### src/hw/balancing_sentence_pkg.sv
// Constants, types and states of the balancing sentence encoder
package balancing_sentence_pkg;
    localparam logic [7:0] CH_B      = 8'h42;
    localparam logic [7:0] CH_ONE    = 8'h31;
    localparam logic [7:0] CH_TWO    = 8'h32;
    localparam logic [7:0] CH_COMMA  = 8'h2C;
    localparam logic [7:0] CH_CR     = 8'h0D;
    localparam logic [7:0] CH_LF     = 8'h0A;
    localparam logic [7:0] CH_ZERO   = 8'h30;
    localparam logic [7:0] CH_HEX_A  = 8'h37;
    localparam logic [3:0] NIB_TEN   = 4'hA;
    localparam logic [7:0] CRC_INIT  = 8'h00;
    localparam logic [7:0] CRC_POLY  = 8'h18;
    localparam logic [2:0] SUM_FIELDS = 3'h6;
    localparam logic [2:0] DET_FIELDS = 3'h4;
    localparam logic [2:0] F_CELLS   = 3'h1;
    localparam logic [2:0] F_MIN     = 3'h2;
    localparam logic [2:0] F_MAX     = 3'h3;
    localparam logic [2:0] F_AVG     = 3'h4;
    localparam logic [2:0] F_THR     = 3'h6;
    localparam logic [2:0] F_ARRAY   = 3'h4;
    localparam logic [4:0] NIB_BYTE  = 5'h02;
    localparam logic [4:0] NIB_WORD  = 5'h04;
    localparam logic [4:0] NIB_NONE  = 5'h00;
    localparam logic [1:0] NAME_LAST = 2'h3;
    localparam logic [3:0] GROUP_MAX = 4'h8;
    localparam int         FIFO_DEPTH = 8;
    localparam int         MS_NS     = 1000000;
    localparam int         CLK_NS    = 10;
    localparam int         MS_CYCLES = MS_NS / CLK_NS;
    typedef struct packed {
        logic [15:0] cells;
        logic [7:0]  rate_min;
        logic [7:0]  rate_max;
        logic [7:0]  rate_avg;
        logic [7:0]  threshold;
    } summary_s;
    typedef enum logic [5:0] {
        ST_IDLE  = 6'b00_0001,
        ST_NAME  = 6'b00_0010,
        ST_HEX   = 6'b00_0100,
        ST_COMMA = 6'b00_1000,
        ST_CRC   = 6'b01_0000,
        ST_EOL   = 6'b10_0000
    } state_e;
endpackage : balancing_sentence_pkg
### src/hw/balancing_sentence_encoder.sv
// Balancing summary and detail sentence encoder with its output FIFO
// Overview of operation
// - Hex digits are 0-9 and uppercase A-F
// - Hex values go most significant nibble first
// - Hex widths: 2 and 4 characters
// - Byte arrays are unseparated two-character hex bytes
// - Flag bytes go as two hex characters
// - Decimal fields are plain base-ten strings
// - New fields only ever follow existing ones
// - Summary repeats with active or sleep period
// - Summary also sent on request
// - Unreachable modules give empty fields, valid CRC
// - Summary field one is cell count
// - Fields two to four: min, max, average
// - Summary field five always empty
// - Field six is balancing threshold
// - Detail sentences only on request
// - Each detail group holds one to eight cells
// - Detail field one is string index
// - Detail field two is global first cell
// - Detail field four is per-cell rate bytes
// - CRC-8 reflected, constant 0x18, zero start
// - Name, fields, CRC, then CR LF
// - Link is 57.6 kbit/s, 8N1
module byte_fifo #(
    parameter int WIDTH = 8,
    parameter int DEPTH = 8
) (
    input  wire logic             mclk,
    input  wire logic             srst,
    input  wire logic             in_valid,
    output logic                  in_ready,
    input  wire logic [WIDTH-1:0] in_data,
    output logic                  out_valid,
    input  wire logic             out_ready,
    output logic      [WIDTH-1:0] out_data
);
    localparam int AW = $clog2(DEPTH);
    logic [WIDTH-1:0] mem [DEPTH];
    logic [AW-1:0]    wr_ptr;
    logic [AW-1:0]    rd_ptr;
    logic [AW:0]      count;
    logic             push;
    logic             pop;
    assign in_ready  = count != (AW+1)'(DEPTH);
    assign out_valid = count != '0;
    assign out_data  = mem[rd_ptr];
    assign push      = in_valid && in_ready;
    assign pop       = out_valid && out_ready;
    always_ff @(posedge mclk)
    begin
        if (push)
            mem[wr_ptr] <= in_data;
    end
    always_ff @(posedge mclk)
    begin
        if (srst)
        begin
            wr_ptr <= '0;
            rd_ptr <= '0;
            count  <= '0;
        end
        else
        begin
            if (push)
                wr_ptr <= (wr_ptr == AW'(DEPTH - 1)) ? '0 : wr_ptr + 1'b1;
            if (pop)
                rd_ptr <= (rd_ptr == AW'(DEPTH - 1)) ? '0 : rd_ptr + 1'b1;
            count <= count + (AW+1)'(push) - (AW+1)'(pop);
        end
    end
endmodule : byte_fifo

module balancing_sentence_encoder #(
    parameter int MS_CYCLES = balancing_sentence_pkg::MS_CYCLES
) (
    input  wire logic                             mclk,
    input  wire logic                             srst,
    input  wire logic                             sleep_mode,
    input  wire logic [15:0]                      active_period_ms,
    input  wire logic [15:0]                      sleep_period_ms,
    input  wire logic                             summary_request,
    input  wire logic                             detail_request,
    input  wire logic                             modules_ok,
    input  wire balancing_sentence_pkg::summary_s summary,
    input  wire logic [15:0]                      cells_per_string,
    output logic      [15:0]                      cell_addr,
    input  wire logic [7:0]                       cell_rate,
    output logic                                  tx_valid,
    input  wire logic                             tx_ready,
    output logic      [7:0]                       tx_data,
    output logic                                  busy
);
    balancing_sentence_pkg::state_e   state;
    balancing_sentence_pkg::summary_s snap;
    logic        detail, empty, xfer, in_ready, sum_pending, det_pending;
    logic        det_active, start_sum, start_new, start_cont, starting, done;
    logic [2:0]  fld, nf, last_fld;
    logic [1:0]  pos_name;
    logic [4:0]  pos, nib_left, ld_nib;
    logic [15:0] val, ld_val, grp_first, in_str, rem_str, rem_all, ms_cnt, period;
    logic [7:0]  crc, byte_out, grp_str;
    logic [3:0]  grp_size, next_size;
    logic [31:0] pre;
    logic        tick, fire;

    function automatic logic [7:0] hex_char(input logic [3:0] n);
        hex_char = (n < balancing_sentence_pkg::NIB_TEN)
                 ? balancing_sentence_pkg::CH_ZERO + 8'(n)
                 : balancing_sentence_pkg::CH_HEX_A + 8'(n);
    endfunction : hex_char

    function automatic logic [7:0] crc8(input logic [7:0] c, input logic [7:0] d);
        logic fb;
        crc8 = c;
        for (int i = 0; i < 8; i++)
        begin
            fb = crc8[0] ^ d[i];
            if (fb)
                crc8 = crc8 ^ balancing_sentence_pkg::CRC_POLY;
            crc8 = {fb, crc8[7:1]};
        end
    endfunction : crc8

    // Millisecond timebase and periodic summary trigger
    always_ff @(posedge mclk)
    begin
        if (srst)
        begin
            pre    <= '0;
            ms_cnt <= '0;
        end
        else
        begin
            pre <= tick ? '0 : pre + 1;
            if (period == '0)
                ms_cnt <= '0;
            else if (fire)
                ms_cnt <= '0;
            else if (tick)
                ms_cnt <= ms_cnt + 16'h0001;
        end
    end
    assign tick   = pre == 32'(MS_CYCLES - 1);
    assign period = sleep_mode ? sleep_period_ms : active_period_ms;
    assign fire   = tick && period != '0 && ms_cnt >= period - 16'h0001;

    // Pending requests; a new request in the start cycle is kept
    assign starting   = state == balancing_sentence_pkg::ST_IDLE;
    assign start_cont = starting && det_active;
    assign start_new  = starting && !det_active && det_pending;
    assign start_sum  = starting && !det_active && !det_pending && sum_pending;
    always_ff @(posedge mclk)
    begin
        if (srst)
        begin
            sum_pending <= 1'b0;
            det_pending <= 1'b0;
        end
        else
        begin
            sum_pending <= (sum_pending && !start_sum) || summary_request || fire;
            det_pending <= (det_pending && !start_new) || detail_request;
        end
    end

    // Detail grouping: ascending cells, split at string ends and at eight
    assign rem_all = snap.cells - grp_first;
    assign rem_str = (cells_per_string == '0) ? rem_all : cells_per_string - in_str;
    always_comb
    begin
        next_size = balancing_sentence_pkg::GROUP_MAX;
        if (rem_str < 16'(next_size))
            next_size = rem_str[3:0];
        if (rem_all < 16'(next_size))
            next_size = rem_all[3:0];
    end
    assign done = xfer && state == balancing_sentence_pkg::ST_EOL && pos[0];
    always_ff @(posedge mclk)
    begin
        if (srst)
        begin
            det_active <= 1'b0;
            grp_first  <= '0;
            in_str     <= '0;
            grp_str    <= '0;
            grp_size   <= '0;
            snap       <= '0;
        end
        else if (start_new || start_sum)
        begin
            det_active <= start_new && modules_ok && summary.cells != '0;
            grp_first  <= '0;
            in_str     <= '0;
            grp_str    <= '0;
            grp_size   <= '0;
            snap       <= summary;
        end
        else if (start_cont)
            grp_size <= next_size;
        else if (done && detail && !empty)
        begin
            grp_first  <= grp_first + 16'(grp_size);
            det_active <= grp_first + 16'(grp_size) < snap.cells;
            if (cells_per_string != '0 && in_str + 16'(grp_size) == cells_per_string)
            begin
                in_str  <= '0;
                grp_str <= grp_str + 8'h01;
            end
            else
                in_str <= in_str + 16'(grp_size);
        end
    end

    // Field loader; fields never reorder, later ones only append
    assign last_fld = detail ? balancing_sentence_pkg::DET_FIELDS
                             : balancing_sentence_pkg::SUM_FIELDS;
    assign nf = (state == balancing_sentence_pkg::ST_NAME) ? balancing_sentence_pkg::F_CELLS
                                                           : fld + 3'h1;
    always_comb
    begin
        ld_val = '0;
        ld_nib = balancing_sentence_pkg::NIB_NONE;
        if (!empty && detail)
        begin
            unique case (nf)
                balancing_sentence_pkg::F_CELLS:
                begin
                    ld_val = {grp_str, 8'h00};
                    ld_nib = balancing_sentence_pkg::NIB_BYTE;
                end
                balancing_sentence_pkg::F_MIN:
                begin
                    ld_val = grp_first;
                    ld_nib = balancing_sentence_pkg::NIB_WORD;
                end
                balancing_sentence_pkg::F_MAX:
                begin
                    ld_val = {4'h0, grp_size, 8'h00};
                    ld_nib = balancing_sentence_pkg::NIB_BYTE;
                end
                default:
                    ld_nib = {grp_size, 1'b0};
            endcase
        end
        else if (!empty)
        begin
            unique case (nf)
                balancing_sentence_pkg::F_CELLS:
                begin
                    ld_val = snap.cells;
                    ld_nib = balancing_sentence_pkg::NIB_WORD;
                end
                balancing_sentence_pkg::F_MIN: ld_val = {snap.rate_min, 8'h00};
                balancing_sentence_pkg::F_MAX: ld_val = {snap.rate_max, 8'h00};
                balancing_sentence_pkg::F_AVG: ld_val = {snap.rate_avg, 8'h00};
                balancing_sentence_pkg::F_THR: ld_val = {snap.threshold, 8'h00};
                default: ld_val = '0;
            endcase
            if (nf != balancing_sentence_pkg::F_THR - 3'h1)
                ld_nib = (nf == balancing_sentence_pkg::F_CELLS) ? balancing_sentence_pkg::NIB_WORD
                                                                 : balancing_sentence_pkg::NIB_BYTE;
        end
    end

    // Character source
    assign pos_name = pos[1:0];
    always_comb
    begin
        byte_out = balancing_sentence_pkg::CH_COMMA;
        unique case (state)
            balancing_sentence_pkg::ST_NAME:
                if (pos_name == 2'h2)
                    byte_out = detail ? balancing_sentence_pkg::CH_TWO
                                      : balancing_sentence_pkg::CH_ONE;
                else if (pos_name != balancing_sentence_pkg::NAME_LAST)
                    byte_out = balancing_sentence_pkg::CH_B;
            balancing_sentence_pkg::ST_HEX:
                if (detail && fld == balancing_sentence_pkg::F_ARRAY)
                    byte_out = hex_char(pos[0] ? cell_rate[3:0] : cell_rate[7:4]);
                else
                    byte_out = hex_char(val[15:12]);
            balancing_sentence_pkg::ST_CRC:
                byte_out = hex_char(pos[0] ? crc[3:0] : crc[7:4]);
            balancing_sentence_pkg::ST_EOL:
                byte_out = pos[0] ? balancing_sentence_pkg::CH_LF
                                  : balancing_sentence_pkg::CH_CR;
            default:
                byte_out = balancing_sentence_pkg::CH_COMMA;
        endcase
    end
    assign xfer = !starting && in_ready;
    assign busy = !starting;

    // Checksum over name, fields and commas, not over CR LF
    always_ff @(posedge mclk)
    begin
        if (srst || starting)
            crc <= balancing_sentence_pkg::CRC_INIT;
        else if (xfer && state != balancing_sentence_pkg::ST_CRC
                 && state != balancing_sentence_pkg::ST_EOL)
            crc <= crc8(crc, byte_out);
    end

    // Sentence sequencer
    always_ff @(posedge mclk)
    begin
        if (srst)
        begin
            state     <= balancing_sentence_pkg::ST_IDLE;
            detail    <= 1'b0;
            empty     <= 1'b0;
            fld       <= '0;
            pos       <= '0;
            nib_left  <= '0;
            val       <= '0;
            cell_addr <= '0;
        end
        else if (starting)
        begin
            // A filled detail sequence opens one cycle later, once its group size is set
            if (start_sum || start_cont || (start_new && (!modules_ok || summary.cells == '0)))
            begin
                state  <= balancing_sentence_pkg::ST_NAME;
                detail <= !start_sum;
                empty  <= start_cont ? 1'b0 : !modules_ok || summary.cells == '0;
                pos    <= '0;
                fld    <= '0;
                cell_addr <= grp_first;
            end
        end
        else if (xfer)
        begin
            pos <= pos + 5'h01;
            unique case (state)
                balancing_sentence_pkg::ST_NAME, balancing_sentence_pkg::ST_COMMA:
                    if (state == balancing_sentence_pkg::ST_COMMA && fld == last_fld)
                    begin
                        state <= balancing_sentence_pkg::ST_CRC;
                        pos   <= '0;
                    end
                    else if (state == balancing_sentence_pkg::ST_COMMA
                             || pos_name == balancing_sentence_pkg::NAME_LAST)
                    begin
                        fld      <= nf;
                        val      <= ld_val;
                        nib_left <= ld_nib;
                        pos      <= '0;
                        state    <= (ld_nib == '0) ? balancing_sentence_pkg::ST_COMMA
                                                   : balancing_sentence_pkg::ST_HEX;
                    end
                balancing_sentence_pkg::ST_HEX:
                begin
                    val      <= {val[11:0], 4'h0};
                    nib_left <= nib_left - 5'h01;
                    if (detail && fld == balancing_sentence_pkg::F_ARRAY && pos[0])
                        cell_addr <= cell_addr + 16'h0001;
                    if (nib_left == 5'h01)
                        state <= balancing_sentence_pkg::ST_COMMA;
                end
                balancing_sentence_pkg::ST_CRC:
                    if (pos[0])
                    begin
                        state <= balancing_sentence_pkg::ST_EOL;
                        pos   <= '0;
                    end
                default:
                    if (pos[0])
                        state <= balancing_sentence_pkg::ST_IDLE;
            endcase
        end
    end

    // Eight-byte FIFO towards the serial transmitter (57.6 kbit/s 8N1)
    byte_fifo #(
        .WIDTH (8),
        .DEPTH (balancing_sentence_pkg::FIFO_DEPTH)
    ) u_fifo (
        .mclk      (mclk),
        .srst      (srst),
        .in_valid  (!starting),
        .in_ready  (in_ready),
        .in_data   (byte_out),
        .out_valid (tx_valid),
        .out_ready (tx_ready),
        .out_data  (tx_data)
    );
endmodule : balancing_sentence_encoder

### config.mk
export PLATFORM = sky130hd
export DESIGN_NAME = balancing_sentence_encoder
export DESIGN_NICKNAME = d
export VERILOG_FILES = /design/src/hw/balancing_sentence_pkg.sv /design/src/hw/balancing_sentence_encoder.sv
export SDC_FILE = /design/constraint.sdc
export NUM_CORES = 1
export LEC_CHECK = 0
export BUFFER_PORTS_ARGS = -buffer_cell sky130_fd_sc_hd__buf_2
export CAP_MARGIN = 20
export CELL_PAD_IN_SITES_DETAIL_PLACEMENT = 0
export CELL_PAD_IN_SITES_GLOBAL_PLACEMENT = 1
export CORE_MARGIN = 2
export CORE_UTILIZATION = 42
export DETAILED_ROUTE_END_ITERATION = 6
export GPL_TIMING_DRIVEN = 0
export PLACE_DENSITY_LB_ADDON = 0.25
export SETUP_SLACK_MARGIN = 0.2
export SLEW_MARGIN = 20
export SYNTH_ARGS = -nofsm -noshare
export SYNTH_HDL_FRONTEND = slang
export SYNTH_HIERARCHICAL = 1
export SYNTH_SLANG_ARGS = --single-unit
### constraint.sdc
create_clock -name mclk -period 4.9 [get_ports mclk]
set_clock_uncertainty 0.05 [all_clocks]
set_input_delay 0.98 -clock mclk [delete_from_list [all_inputs] [get_ports mclk]]
set_output_delay 0.98 -clock mclk [all_outputs]
set_load 0.02 [all_outputs]
==> out/summary.md <==
## Synthesis
* dfxtp_1 (25%), edfxtp_1 (11%), ha_1 (7.1%) — top area cells in the synthesized netlist
* 7.50% — xor/xnor share of the synthesized area
* 6 — Syn. warnings
* 64 — count of flip-flops with a built-in enable after synthesis
* 17.6% — share of the synthesized area in compound gates (AO/OA/AOI/OAI)
* 35.8% — portion of the post-synthesis area used by sequential elements
* 5.87% — multiplexer fraction of the synthesized cell area
* 278 — synthesis-stage register bit count
* 17400 sq um — synthesized area
* dfxtp_1 — biggest area consumer among synthesized cells
* 8.50 sq um — mean instance size in the synthesized netlist
* 2043 — number of standard cells after synthesis
* dfxtp_1 — Top FF cell, synth
* 24.7% — share of Yosys cell area claimed by the top area cell type
* 90 — unique cell type count in the Yosys netlist
* simple AND/OR/NAND/NOR gates — largest family of logic cells by synthesized area
* 7.64% — adder and majority gate portion of the synthesized area
* 0% — share of synthesized registers carrying an async set or reset
* 21.5% — Simple-Gate Fraction of Synth Area

## Detailed routing
* 24100 um — met2 routed WL
* 792 — number of DRC markers after the initial detailed-route iteration
* met5 — uppermost signal routing layer after detailed routing
* 15839 — vias
* 5.64 — average via count per standard cell
* 0 — number of remaining DRC errors
* 5 — Pre-Repair DR Iteration Count
* 23600 um — met1 layer wirelength in the final routing
* 18.3 um — wire length per cell
* 0 — antenna violation net count after detailed routing
* 2440 um — met3 WL
* 51500 um — aggregate routed wire length

## GRT
* 16 — largest net degree at the start of global routing
* 0 — Congestion Overflow GR
* 81600 um — global-route wire length before repair
* 1 — antenna violations before repair
* 23.4% — all-layer global routing usage
* 15217 — vias in the first global route

## Clocking
* 3 — maximum root-to-sink buffer count
* clkbuf_16 — Clock Root Buffer
* 278 — clock sinks
* 2 — number of H-tree levels
* 34 — TritonCTS buffer count
* 0.53 ns — clock latency on the worst-skew pair
* built — clock tree from TritonCTS
* 0.06 ns — Clock Pin Slew Worst Setup and Hold Paths

## Power and ir drop
* 405 nW/um^2 — power density cells
* 313 uV — peak supply drop
* 2.98 mW — net switching component of the power
* 7.62 nW — Static Leakage
* 35.7% — switching portion of total power
* 31.8% — share of power burned in the clock network
* 33.5% — sequential share of power
* 34.7% — combinational cell fraction of total power
* 5.38 mW — cell-internal power

## Floorplan
* 42.5% — initial cell density of the core
* 137 — IO Count
* 207 um — die height
* 207 um — die extent in x
* 40800 sq um — total core area
* 43000 sq um — Die Area
* 74 — Cell Rows

## Critical path
* 4 — critical-path maximum fanout
* 5.17 ns — WP data arrival
* 18 — depth of the worst register-to-register path
* simple AND/OR/NAND/NOR gates — cell family with the largest share of critical-path delay
* grp_size[2] — Reg2Reg Capture Point
* 0.45 ns — maximum single-stage delay on the critical path
* snap[33] — timing startpoint of the critical path
* snap[33] — beginning of the worst register-to-register path
* register — CP endpoint kind
* 1 — number of buffer and inverter stages on the critical path
* 5.25 ns — data required time of the critical path
* register — critical path launch point type
* 0.07 ns — internal reg-to-reg setup slack
* inv_1 > fa_2 > nor2b_4 > nand3_2 > a2111oi_4 > a211oi_2 > nand4b_1 > a2111o_1 > or4_4 > o22a_1 > ha_2 > nor4b_2 > nand3_1 > nor4_4 > nand3_2 > a21oi_4 > mux2i_2 > a211oi_2 — crit-path cells
* fa_2 — cell with the largest stage delay on the worst path
* 18 — path length in cells of the critical path
* register to register — critical path start-end classification
* grp_size[2] — Critical Path End

## Finish
* nand2_1 — most common library cell in the layout ignoring fill and taps
* 10900 sq um — area taken by multi-input logic gates
* 3871 — number of fillers in the final layout
* 6240 sq um — Register Area
* 2807 — filler-free cell count of the finished design
* nand2_1 (242), dfxtp_1 (200), nor2_1 (195), a21oi_1 (176), buf_2 (143) — most frequent cells in the layout
* 15.4% — layout cell share with drive strength beyond 1
* 18.8% — area delta synth->final
* 2463 — Post-layout nets

## Timing
* 4.83 ns — Final min period
* 25.9% — Slew Limit Headroom
* 0 — Hold Vio Cnt, Final
* 0 — Finish-stage setup viols
* 0 — count of final max-slew check failures
* true — RSZ-0062 raised after global routing
* 98.5% — Final Cycle Share
* 0 ns — Total Negative Setup Slacks
* 0.403 ns — hold slack
* 1.10 ns — slew at the pin closest to its max-slew limit
* 0.207 GHz — maximum frequency from static timing analysis

## Status
* completed — status

## Run
* 0 — Max Cap Viol

## Placed design
* 38900 um — DP HPWL
* 136 — Port-buffer cells
* 0.890 — final weighted congestion of routability-driven global placement
* 2719 — total placed cells including tap cells

## Hold path
* register to register — class of the tightest hold or removal check

[power groups by stage]
stage               logic (mW)  registers [mW]  clock network, mW
floorplan                 1.95            2.80                  0
global placement          2.67            2.84                  0
detailed placement        2.73            2.85                  0
CTS                       2.82            2.80               2.71
global route              3.21            2.83               2.80
finish                    2.90            2.80               2.66
[worst min-delay path: cells and delay by family (launching register included)]
family,cells,cell delay (ns)
compound gates,1,0.05
flops,1,0.31
simple gates,1,0.05
[cells in the mapped netlist (12+ instances only)]
library cell,n
nand3b_1,12
nand2b_1,33
edfxtp_1,64
nand3_1,62
and3_1,27
o21ai_0,99
inv_1,87
ha_1,98
nor2_1,195
a221o_1,14
mux4_1,15
xnor2_1,73
nor4_1,29
clkbuf_1,76
o211ai_1,16
a211oi_1,26
or3_1,26
o22ai_1,13
nand4_1,24
a21o_1,32
dfxtp_1,214
nand2_1,242
nor3_1,62
a221oi_1,12
xor2_1,72
mux2i_1,49
a21oi_1,181
[per-layer routing]
layer / track usage [%] / vias up
li1: - / 7804
met1: 32.1 / 7556
met2: 38.8 / 404
met3: 2.74 / 73
met4: 6.58 / 2
met5: 1.22 / -
[kinds of logic (layout without fill, tap and decap cells)]
| logic type | Yosys count | after routing |
|---|---|---|
| xor gates and xnor gates | 147 | 147 |
| and+or+nand+nor | 776 | 776 |
| AOI/OAI and AO/OA | 480 | 480 |
| buffers and inverters | 183 | 407 |
| adders and majority gates | 103 | 103 |
| muxes | 75 | 75 |
| DFF | 278 | 278 |
| other | 1 | 9 |
[state kept, by name (all words and copies together) (netlist names), 8 cells and up, named ones only]
signal,flops
cell_addr,16
crc,8
grp_first,16
grp_str,8
in_str,16
ms_cnt,16
pre,32
snap,48
u_fifo/mem,64
val,16
[through the flow]
step | total power [mW] | instance area (sq um) | worst slack, ns | utilization (%)
after floorplan | 4.75 | 17400 | 0.217 | -
after global placement | 5.50 | 18800 | -0.910 | 45.9
after detailed placement | 5.58 | 18800 | -0.955 | 46.0
after CTS | 8.34 | 20300 | 0.174 | 49.7
after global routing | 8.84 | 20600 | -0.0851 | 50.5
final | 8.36 | 20600 | 0.0745 | 50.5
[cell type report]
class,count,area share (%)
Antenna cell,1,0.0121
Buffer,96,2.06
Clock buffer,44,4.60
Clock inverter,17,1.11
Inverter,87,1.63
Multi-Input combinational cell,1589,52.8
Sequential cell,278,30.2
Tap cell,532,3.23
Timing Repair Buffer,163,4.35
[repair_timing]
item / 4_1_cts / 5_1_grt
resized for setup: 60 / 53
hold buffers: 0 / 0
endpoints found under the setup margin: 21 / 20
setup buffers: 14 / 12
cloned: 0 / 0
pin swaps: 23 / 25
[worst min path at each step]
| stage | startpoint | end | slack (ns) | depth (start not counted) |
|---|---|---|---|---|
| 2_1_floorplan | pre[0] | pre[0] | 0.38 | 1 |
| 3_5_place_dp | val[12] | val[12] | 0.40 | 2 |
| 3_3_place_gp | val[12] | val[12] | 0.39 | 2 |
| 4_1_cts | snap[21] | snap[21] | 0.40 | 2 |
| 5_1_grt | snap[31] | snap[31] | 0.42 | 2 |
| 6_report | snap[18] | snap[18] | 0.40 | 2 |
No activity file was read; power rests on OpenSTA's default activity.
